## config.mk

```make
export PLATFORM = sky130hd
export DESIGN_NAME = cstx_top
export DESIGN_NICKNAME = d
export VERILOG_FILES = /design/src/rtl/cstx_pkg.sv /design/src/rtl/cstx_top.sv /design/src/rtl/cstx_presc.sv /design/src/rtl/cstx_div.sv
export SDC_FILE = /design/constraint.sdc
export NUM_CORES = 1
export LEC_CHECK = 0
export BUFFER_PORTS_ARGS = -buffer_cell sky130_fd_sc_hd__buf_2
export CAP_MARGIN = 10
export CORE_MARGIN = 2
export CORE_UTILIZATION = 50
export DETAILED_ROUTE_END_ITERATION = 10
export PLACE_DENSITY = 0.75
export SKIP_LAST_GASP = 1
export SYNTH_ARGS = -nofsm -noshare
export SYNTH_HDL_FRONTEND = slang
export SYNTH_SLANG_ARGS = --single-unit
```

## constraint.sdc

```tcl
create_clock -name clk -period 3.2 [get_ports clk]
set_input_delay 0.48 -clock clk [delete_from_list [all_inputs] [get_ports clk]]
set_output_delay 0.48 -clock clk [all_outputs]
set_load 0.005 [all_outputs]
```

## src/rtl/cstx_pkg.sv

```systemverilog
// cstx_pkg.sv: register map, field layout and constants of the serial channel
package cstx_pkg;
  // ------------------------------------------------------------
  // register offsets (byte addresses)
  // ------------------------------------------------------------
  localparam int ADDR_W = 8;
  localparam logic [7:0] OFS_DATA = 8'h00;     // transmit byte and divider
  localparam logic [7:0] OFS_MODE = 8'h04;     // mode and framing bits
  localparam logic [7:0] OFS_PRESC = 8'h08;    // prescaler_setting
  localparam logic [7:0] OFS_START = 8'h0C;    // channel_start_trigger
  localparam logic [7:0] OFS_STOP = 8'h10;     // channel_stop_trigger
  localparam logic [7:0] OFS_STATUS = 8'h14;   // read-only status
  localparam logic [7:0] OFS_OUTEN = 8'h18;    // serial_output_enable
  localparam logic [7:0] OFS_OUTLVL = 8'h1C;   // manual pin levels
  localparam logic [7:0] OFS_PERIPH = 8'h20;   // peripheral_clock_enable

  // ------------------------------------------------------------
  // field positions
  // ------------------------------------------------------------
  localparam int DIV_LO = 9;                   // divider in upper byte 7:1
  localparam int DIV_HI = 15;
  localparam int M_INTSRC = 0;                 // interrupt_source_sel
  localparam int M_CKSEL = 1;                  // operation clock select
  localparam int M_DAP = 2;                    // data_phase_sel
  localparam int M_CKP = 3;                    // clock_phase_sel
  localparam int M_LSB = 4;                    // 1: lsb first
  localparam int M_LEN8 = 5;                   // 1: 8-bit frame
  localparam int MODE_W = 6;
  localparam int LVL_DATA = 0;                 // data_output_level
  localparam int LVL_CLK = 8;                  // clock_output_level
  localparam int S_ENABLED = 0;                // channel_enabled_status
  localparam int S_BUSY = 1;                   // transfer_in_progress
  localparam int S_BUFFULL = 2;
  localparam int S_DIN = 3;                    // synchronised data input

  // ------------------------------------------------------------
  // reset values and timing
  // ------------------------------------------------------------
  localparam logic [5:0] MODE_RST = 6'h20;     // 8-bit, msb first
  localparam logic [6:0] DIV_RST = 7'h01;
  localparam logic [7:0] PRESC_RST = 8'h00;
  localparam logic OUT_IDLE = 1'b1;            // pins park high
  localparam logic [3:0] LEN_SHORT = 4'h7;
  localparam logic [3:0] LEN_LONG = 4'h8;
  localparam int PRESC_W = 15;                 // taps 2^0 .. 2^15
  localparam int unsigned SYS_CLK_HZ = 100_000_000;
  localparam int unsigned SCK_MIN_RATIO = 4;   // sck never above fclk/4
  localparam logic [6:0] DIV_MIN = 7'h01;

  // ------------------------------------------------------------
  // shift engine states
  // ------------------------------------------------------------
  typedef enum logic [1:0] {
    CSTX_IDLE = 2'b00,
    CSTX_SHIFT = 2'b01
  } cstx_state_t;
endpackage

```

## src/rtl/cstx_top.sv

```systemverilog
// cstx_top.sv: three-wire master transmit channel with APB registers
//
// The implementer's own choices: register access over APB and the register offsets.

// Summary of operation
// clock out, data out, separate data in
// frame length 7 or 8 bits
// order bit picks msb or lsb first
// serial clock at most fclk over four
// slave clock limit fmck over six
// divider field one or more
// select bit picks prescaler tap a or b
// interrupt on frame end or buffer empty
// data phase bit leads data half period
// clock phase picks change and sample edges
// clock idles high, low when inverted
// start trigger enables the channel
// data pin driven only when output enabled
// software waits for idle before stopping
// stop trigger clears channel enabled status
// software clears output enable after stop
// stopped channel pins follow level bits; data pin follows its level bit only while output enable is clear
// peripheral clock removal resets the unit
// software reinitialises after clock removal
// writing transmit byte starts a transfer
// stop trigger reads back as zero
// one bit per period, interrupt after last
// no error flag in master transmit
module cstx_top import cstx_pkg::*; (
  // clock and reset
  input wire logic clk,
  input wire logic reset_n,
  // apb slave
  input wire logic psel,
  input wire logic penable,
  input wire logic pwrite,
  input wire logic [ADDR_W-1:0] paddr,
  input wire logic [31:0] pwdata,
  input wire logic [3:0] pstrb,
  output logic [31:0] prdata,
  output logic pready,
  output logic pslverr,
  // serial pins
  output logic serial_clock_pin,
  output logic serial_data_out_pin,
  input wire logic serial_data_in_pin,
  // event
  output logic channel_interrupt
);
  // ------------------------------------------------------------
  // state
  // ------------------------------------------------------------
  typedef struct packed {
    logic [7:0] buf_q;          // transmit_byte_reg
    logic buf_full;             // byte waiting for the shifter
    logic [6:0] div;            // data_reg_upper_divider
    logic [MODE_W-1:0] mode;    // mode_reg_low and comm_setting_high
    logic [7:0] presc;          // prescaler_setting
    logic enabled;              // channel_enabled_status
    logic soe;                  // channel_output_enable
    logic lvl_data;             // data_output_level
    logic lvl_clk;              // clock_output_level
    logic periph_en;            // peripheral_clock_enable
    cstx_state_t st;            // shift engine
    logic [7:0] shreg;          // frame being sent
    logic [3:0] edge_cnt;       // serial clock edges in frame
    logic sck;                  // engine clock level
    logic dout;                 // engine data level
    logic pin_sck;              // registered clock pin
    logic pin_so;               // registered data pin
    logic irq;                  // channel_interrupt pulse
    logic [1:0] din_sync;       // input synchroniser
    logic [31:0] prdata;        // read data for access phase
  } cstx_top_st_t;

  localparam cstx_top_st_t RST_ST = '{
    mode: MODE_RST, div: DIV_RST, presc: PRESC_RST, st: CSTX_IDLE,
    lvl_data: OUT_IDLE, lvl_clk: OUT_IDLE, sck: OUT_IDLE,
    dout: OUT_IDLE, pin_sck: OUT_IDLE, pin_so: OUT_IDLE,
    default: '0};

  cstx_top_st_t r;
  cstx_top_st_t n;

  // ------------------------------------------------------------
  // decode helpers
  // ------------------------------------------------------------
  // true for every offset that answers without error
  function automatic logic mapped(logic [ADDR_W-1:0] a);
    return a == OFS_DATA || a == OFS_MODE || a == OFS_PRESC ||
           a == OFS_START || a == OFS_STOP || a == OFS_STATUS ||
           a == OFS_OUTEN || a == OFS_OUTLVL || a == OFS_PERIPH;
  endfunction

  // bit of the frame sent at position idx
  function automatic logic pick(logic [7:0] d, logic [MODE_W-1:0] m,
                                logic [3:0] idx);
    logic [3:0] len;
    len = m[M_LEN8] ? LEN_LONG : LEN_SHORT;
    return m[M_LSB] ? d[idx[2:0]] : d[3'(len - 4'h1 - idx)];
  endfunction

  // frame length in bits for the current mode
  function automatic logic [3:0] pick_len(logic [MODE_W-1:0] m);
    return m[M_LEN8] ? LEN_LONG : LEN_SHORT;
  endfunction

  logic wr;
  logic wr_start;
  logic wr_stop;
  logic mck_tick;
  logic tick_a;
  logic tick_b;
  logic half_tick;
  logic [3:0] last_edge;
  logic first_bit;

  assign wr = psel & penable & pwrite;
  assign wr_start = wr && paddr == OFS_START && pwdata[0];
  assign wr_stop = wr && paddr == OFS_STOP && pwdata[0];
  // two edges per bit, last one ends the frame
  assign last_edge = 4'({pick_len(r.mode), 1'b0} - 5'h01);
  assign first_bit = pick(r.shreg, r.mode, 4'h0);

  // ------------------------------------------------------------
  // clock generation
  // ------------------------------------------------------------
  // both taps run from fclk; a slave-side clock would need six
  // operation ticks per period, which is why none is accepted here
  cstx_presc u_presc (
    .clk(clk),
    .reset_n(reset_n),
    .run(r.periph_en),
    .exp_a(r.presc[3:0]),
    .exp_b(r.presc[7:4]),
    .tick_a(tick_a),
    .tick_b(tick_b)
  );

  assign mck_tick = r.mode[M_CKSEL] ? tick_b : tick_a;

  cstx_div u_div (
    .clk(clk),
    .reset_n(reset_n),
    .mck_tick(mck_tick),
    .div(r.div),
    .run(r.st == CSTX_SHIFT),
    .half_tick(half_tick)
  );

  // ------------------------------------------------------------
  // next state
  // ------------------------------------------------------------
  always_comb begin
    n = r;
    n.irq = 1'b0;
    n.din_sync = {r.din_sync[0], serial_data_in_pin};
    // shift engine
    case (r.st)
      CSTX_IDLE: begin
        n.sck = ~r.mode[M_CKP];
        if (r.enabled && r.buf_full) begin
          // buffer moves to the shifter, buffer is empty again
          n.shreg = r.buf_q;
          n.buf_full = 1'b0;
          n.edge_cnt = 4'h0;
          n.st = CSTX_SHIFT;
          if (r.mode[M_DAP]) begin
            n.dout = pick(r.buf_q, r.mode, 4'h0);
          end
          n.irq = r.mode[M_INTSRC];
        end
      end
      CSTX_SHIFT: begin
        if (half_tick) begin
          n.sck = ~r.sck;
          n.edge_cnt = r.edge_cnt + 4'h1;
          // even edges are the change edges
          if (!r.edge_cnt[0] && (!r.mode[M_DAP] || r.edge_cnt != 4'h0)
              ) begin
            n.dout = pick(r.shreg, r.mode, {1'b0, r.edge_cnt[3:1]});
          end
          if (r.edge_cnt == last_edge) begin
            // even toggle count leaves sck at its idle level
            n.st = CSTX_IDLE;
            n.irq = ~r.mode[M_INTSRC];
          end
        end
      end
      default: begin
        n.st = CSTX_IDLE;
      end
    endcase
    // the stop trigger aborts any frame in progress
    if (wr_stop) begin
      n.enabled = 1'b0;
      n.st = CSTX_IDLE;
      n.sck = ~r.mode[M_CKP];
    end
    if (wr_start) begin
      n.enabled = 1'b1;
    end
    // register writes
    if (wr) begin
      case (paddr)
        OFS_DATA: begin
          if (pstrb[0]) begin
            // a pending byte is overwritten, not queued
            n.buf_q = pwdata[7:0];
            n.buf_full = 1'b1;
          end
          if (pstrb[1]) begin
            n.div = pwdata[DIV_HI:DIV_LO];
          end
        end
        OFS_MODE: n.mode = pwdata[MODE_W-1:0];
        OFS_PRESC: n.presc = pwdata[7:0];
        OFS_OUTEN: n.soe = pwdata[0];
        OFS_OUTLVL: begin
          n.lvl_data = pwdata[LVL_DATA];
          n.lvl_clk = pwdata[LVL_CLK];
        end
        default: begin
        end
      endcase
    end
    // gated unit: everything back to defaults, writes lost except to peripheral_clock_enable
    if (!r.periph_en) begin
      n = RST_ST;
    end
    if (wr && paddr == OFS_PERIPH) begin
      n.periph_en = pwdata[0];
    end
    // clock pin follows the engine only while the channel runs, data pin only while output is enabled
    n.pin_sck = n.enabled ? n.sck : n.lvl_clk;
    n.pin_so = n.soe ? n.dout : n.lvl_data;
    // read data captured in the setup cycle
    if (psel && !penable && !pwrite) begin
      case (paddr)
        OFS_DATA: n.prdata = {16'h0000, r.div, 1'b0, r.buf_q};
        OFS_MODE: n.prdata = {26'h0, r.mode};
        OFS_PRESC: n.prdata = {24'h0, r.presc};
        OFS_STATUS: begin
          // no error bits exist in this mode
          n.prdata = 32'h0;
          n.prdata[S_ENABLED] = r.enabled;
          n.prdata[S_BUSY] = (r.st == CSTX_SHIFT) | r.buf_full;
          n.prdata[S_BUFFULL] = r.buf_full;
          n.prdata[S_DIN] = r.din_sync[1];
        end
        OFS_OUTEN: n.prdata = {31'h0, r.soe};
        OFS_OUTLVL: begin
          n.prdata = 32'h0;
          n.prdata[LVL_DATA] = r.lvl_data;
          n.prdata[LVL_CLK] = r.lvl_clk;
        end
        OFS_PERIPH: n.prdata = {31'h0, r.periph_en};
        default: n.prdata = 32'h0;
      endcase
    end
  end

  // register the copy
  always_ff @(posedge clk) begin
    if (!reset_n) begin
      r <= RST_ST;
    end else begin
      r <= n;
    end
  end

  // ------------------------------------------------------------
  // outputs
  // ------------------------------------------------------------
  assign prdata = r.prdata;
  assign pready = 1'b1;
  assign pslverr = psel & penable & ~mapped(paddr);
  assign serial_clock_pin = r.pin_sck;
  assign serial_data_out_pin = r.pin_so;
  assign channel_interrupt = r.irq;
endmodule // cstx_top

```

## src/rtl/cstx_presc.sv

```systemverilog
// cstx_presc.sv: free-running prescaler giving two operation clock ticks
module cstx_presc import cstx_pkg::*; (
  // clock and reset
  input wire logic clk,
  input wire logic reset_n,
  // control
  input wire logic run,
  input wire logic [3:0] exp_a,
  input wire logic [3:0] exp_b,
  // operation clock ticks
  output logic tick_a,
  output logic tick_b
);
  // ------------------------------------------------------------
  // state
  // ------------------------------------------------------------
  typedef struct packed {
    logic [PRESC_W-1:0] cnt;  // divide chain
  } cstx_presc_st_t;

  cstx_presc_st_t r;
  cstx_presc_st_t n;

  // tick when the low e bits of the chain are all ones
  function automatic logic tap(logic [PRESC_W-1:0] c, logic [3:0] e);
    logic [PRESC_W-1:0] m;
    m = PRESC_W'((32'h1 << e) - 32'h1);
    return (c & m) == m;
  endfunction

  // next state: stopped chain restarts from zero
  always_comb begin
    n = r;
    n.cnt = run ? r.cnt + PRESC_W'(1) : '0;
  end

  // register the copy
  always_ff @(posedge clk) begin
    if (!reset_n) begin
      r <= '0;
    end else begin
      r <= n;
    end
  end

  // ticks are single-cycle enables for the divider
  assign tick_a = run & tap(r.cnt, exp_a);
  assign tick_b = run & tap(r.cnt, exp_b);
endmodule // cstx_presc

```

## src/rtl/cstx_div.sv

```systemverilog
// cstx_div.sv: per-channel divider giving serial half-period ticks
module cstx_div import cstx_pkg::*; (
  // clock and reset
  input wire logic clk,
  input wire logic reset_n,
  // operation clock and setting
  input wire logic mck_tick,
  input wire logic [6:0] div,
  input wire logic run,
  // one pulse per half serial clock period
  output logic half_tick
);
  // ------------------------------------------------------------
  // state
  // ------------------------------------------------------------
  typedef struct packed {
    logic [6:0] cnt;  // operation clock ticks seen
  } cstx_div_st_t;

  cstx_div_st_t r;
  cstx_div_st_t n;
  logic [6:0] div_eff;
  logic wrap;

  // zero is not a legal setting, treat it as the minimum
  assign div_eff = (div < DIV_MIN) ? DIV_MIN : div;
  // >= keeps a divider shrunk mid-frame from running away
  assign wrap = r.cnt >= div_eff;

  // next state: half period is div_eff + 1 ticks
  always_comb begin
    n = r;
    if (!run) begin
      n.cnt = '0;
    end else if (mck_tick) begin
      n.cnt = wrap ? 7'h00 : r.cnt + 7'h01;
    end
  end

  // register the copy
  always_ff @(posedge clk) begin
    if (!reset_n) begin
      r <= '0;
    end else begin
      r <= n;
    end
  end

  assign half_tick = run & mck_tick & wrap;
endmodule // cstx_div

```

==> impl_metrics.ini <==
[synth]
synth_compound_area_share_pct = 16.5
yosysWarnings = 0
postSynthCellCount = 649
synth_mux_area_share_pct = 6.19
synth-simple-area-share_pct = 24.5
synth-seq-cells = 93
async_reset_ff_share_pct = 0
ys_seq_area_share_pct = 35.8
syn-cell-area_sq_um = 5190
yosysUniqueCellTypes = 59
synth-edff-count = 0
synth-xor-area-share_pct = 3.88
synthAdderAreaFrac_pct = 3.61
synth_top_family_by_area = simple AND/OR/NAND/NOR gates
synth_area_per_cell_sq_um = 8.00
synth_ff_type = dfxtp_1

[timing]
fin_hold_ws_ns = 0.322
fmax_mhz = 341
rsz0062_at_grt = no
worst_slew_pin_slew_ns = 1.21
hold_violations = 0
slew_viol_final = 0
post-route-min-period_ns = 2.93
period_share_pct = 91.5
fin_skew_ns = 0.0147
setup_viol = 0
final.setup.tns_ns = 0
max-slew-margin-rel_pct = 19.3

[die]
die-height_um = 106
placementRows = 37
die_area_sq_um = 11200
die_w_um = 106
core_sq_um = 10200
start_util_pct = 51.0
num_io_pins = 87

[finish]
multi_input_area_sq_um = 2920
register_area_sq_um = 1860
stdcell_count = 811
antenna_cells = 0
area.growth.synth_to_final_pct = 7.68
utilization_pct = 54.9
nFillCells = 976
drive_gt1_share_pct = 15.0
final_nets = 735
design_area_sq_um = 5590
final_common_cell = dfxtp_1
layout_common_cells = dfxtp_1 (93), nand2_1 (85), nor2_1 (56), buf_2 (51), a21oi_1 (41)

[global_route]
grt_pass1_vias = 4374
grt_pass1_wl_um = 20600
grt_start_max_net_pins = 39
grt_remaining_overflow = 0
grt.total_usage_pct = 22.5
antenna_found_initial = 0

[drt]
vias = 4674
totalWireLength_um = 12400
initialDrtViolationCount = 251
drc_errors = 0
wl_per_cell_um = 15.3
antenna_left = 0
viasPerCell = 5.76
drtPass1Iterations = 5

[clock_network]
clk_pin_slew_ns = 0.10
worstSkewPairLatency_ns = 0.37
cts_inserted_buffers = 9
clockRootBuffer = clkbuf_8
htreeDepth = 3
clkSinkCount = 93
cts_tree = built
cts_buffer_depth = 2

[min_path]
hp-class = in2reg

[pwr]
ir_worst_vdd_uv = 178
leakagePower_nw = 2.09
power_density_nw_per_um2 = 348

[placement]
placed_cell_area_sq_um = 5400
dpl.cell_count = 794
routabilityCongestion = 0.872
io_buffers = 51
dp_hpwl_um = 9090

[setup_path]
critPathRequiredTime_ns = 3.45
cp_max_fo = 10
arrival_ns = 3.18
startpoint_type = flip-flop
crit_type = reg2reg
endpoint_kind = flip-flop

[status]
status = complete, no violations

[flow_run]
cap_violations = 0
flip-flops by register name, summed over array words and instances (netlist names):
signal	cells
r	52
prdata	16
u_presc.r	15
u_div.r	7
channel_interrupt	1
serial_clock_pin	1
serial_data_out_pin	1
cell type report:
type                            instances  share of cell area [%]
Multi-Input combinational cell        478                    52.2
Sequential cell                        93                    33.3
Timing Repair Buffer                   69                    6.98
Tap cell                              136                    3.04
Clock buffer                            9                    2.21
Inverter                               19                    1.28
Clock inverter                          7                    1.01
timing repair:
action | 4_1_cts | 5_1_grt
gates resized for setup | 0 | 4
hold buffers | 0 | 0
setup endpoints to repair | 0 | 9
buffers inserted | 0 | 1
metal layers:
metal  routed length [um]  share of wire, %  track usage, %
met2                 6010                48            37.7
met3                  734               5.9            3.13
met5                    0                 0               0
met1                 5380                43            29.7
met4                  281               2.3            8.46
power by group:
group,internal (W),leakage [nW],switching [W],total (W)
Combinational,0.0000217,1.26,0.0000335,0.0000552
Sequential,0.00116,0.749,0.0000000256,0.00116
Clock,0.000292,0.0842,0.000441,0.000733
Total,0.00147,2.09,0.000475,0.00194
final timing paths:
check             startpoint          endpoint  slack, ns  cells past startpoint
setup / recovery       r[59]  serial_clock_pin       0.27                     12
hold / removal     pwdata[9]             r[72]       0.32                      3
setup reg to reg       r[59]  serial_clock_pin       0.27                     12
hold reg to reg        r[32]             r[33]       0.48                      1
cells by family after synthesis:
group                      count (synthesis)
and+or+nand+nor                          265
xor gates and xnor gates                  23
AOI/OAI and AO/OA                        131
muxes                                     27
buffers and inverters                     93
other                                      2
adders and majority gates                 15
DFF                                       93
through the flow:
step           power (W)  setup slack [ns]
3_3_place_gp     0.00124             0.251
4_1_cts          0.00196             0.144
3_5_place_dp     0.00124             0.175
5_1_grt          0.00202            0.0109
2_1_floorplan    0.00122             0.160
6_report         0.00194             0.272
critical path: stages, from the launching register on:
cell       delay, ns
dfxtp_1         0.32
nor3_1          0.23
nand2b_1        0.09
ha_2            0.26
xor2_1          0.18
a2111oi_1       0.44
nor4b_2         0.29
nand4_2         0.19
a21oi_2         0.25
buf_4           0.18
xor2_1          0.06
o21ai_0         0.20
o21ai_0         0.13
synthesized netlist by cell type (14+ instances only):
library cell,number,share of area (%)
clkbuf_1,33,2.4
buf_4,33,4.8
nand2_1,86,6.2
ha_1,15,3.6
o21ai_0,26,2.5
nand3_1,36,3.5
dfxtp_1,93,36
mux2i_1,22,4.2
nor2_1,57,4.1
and3_1,14,1.7
a21oi_1,41,4.0
nor2b_1,15,1.8
inv_1,19,1.4
Power figures use the tool's default switching activity.
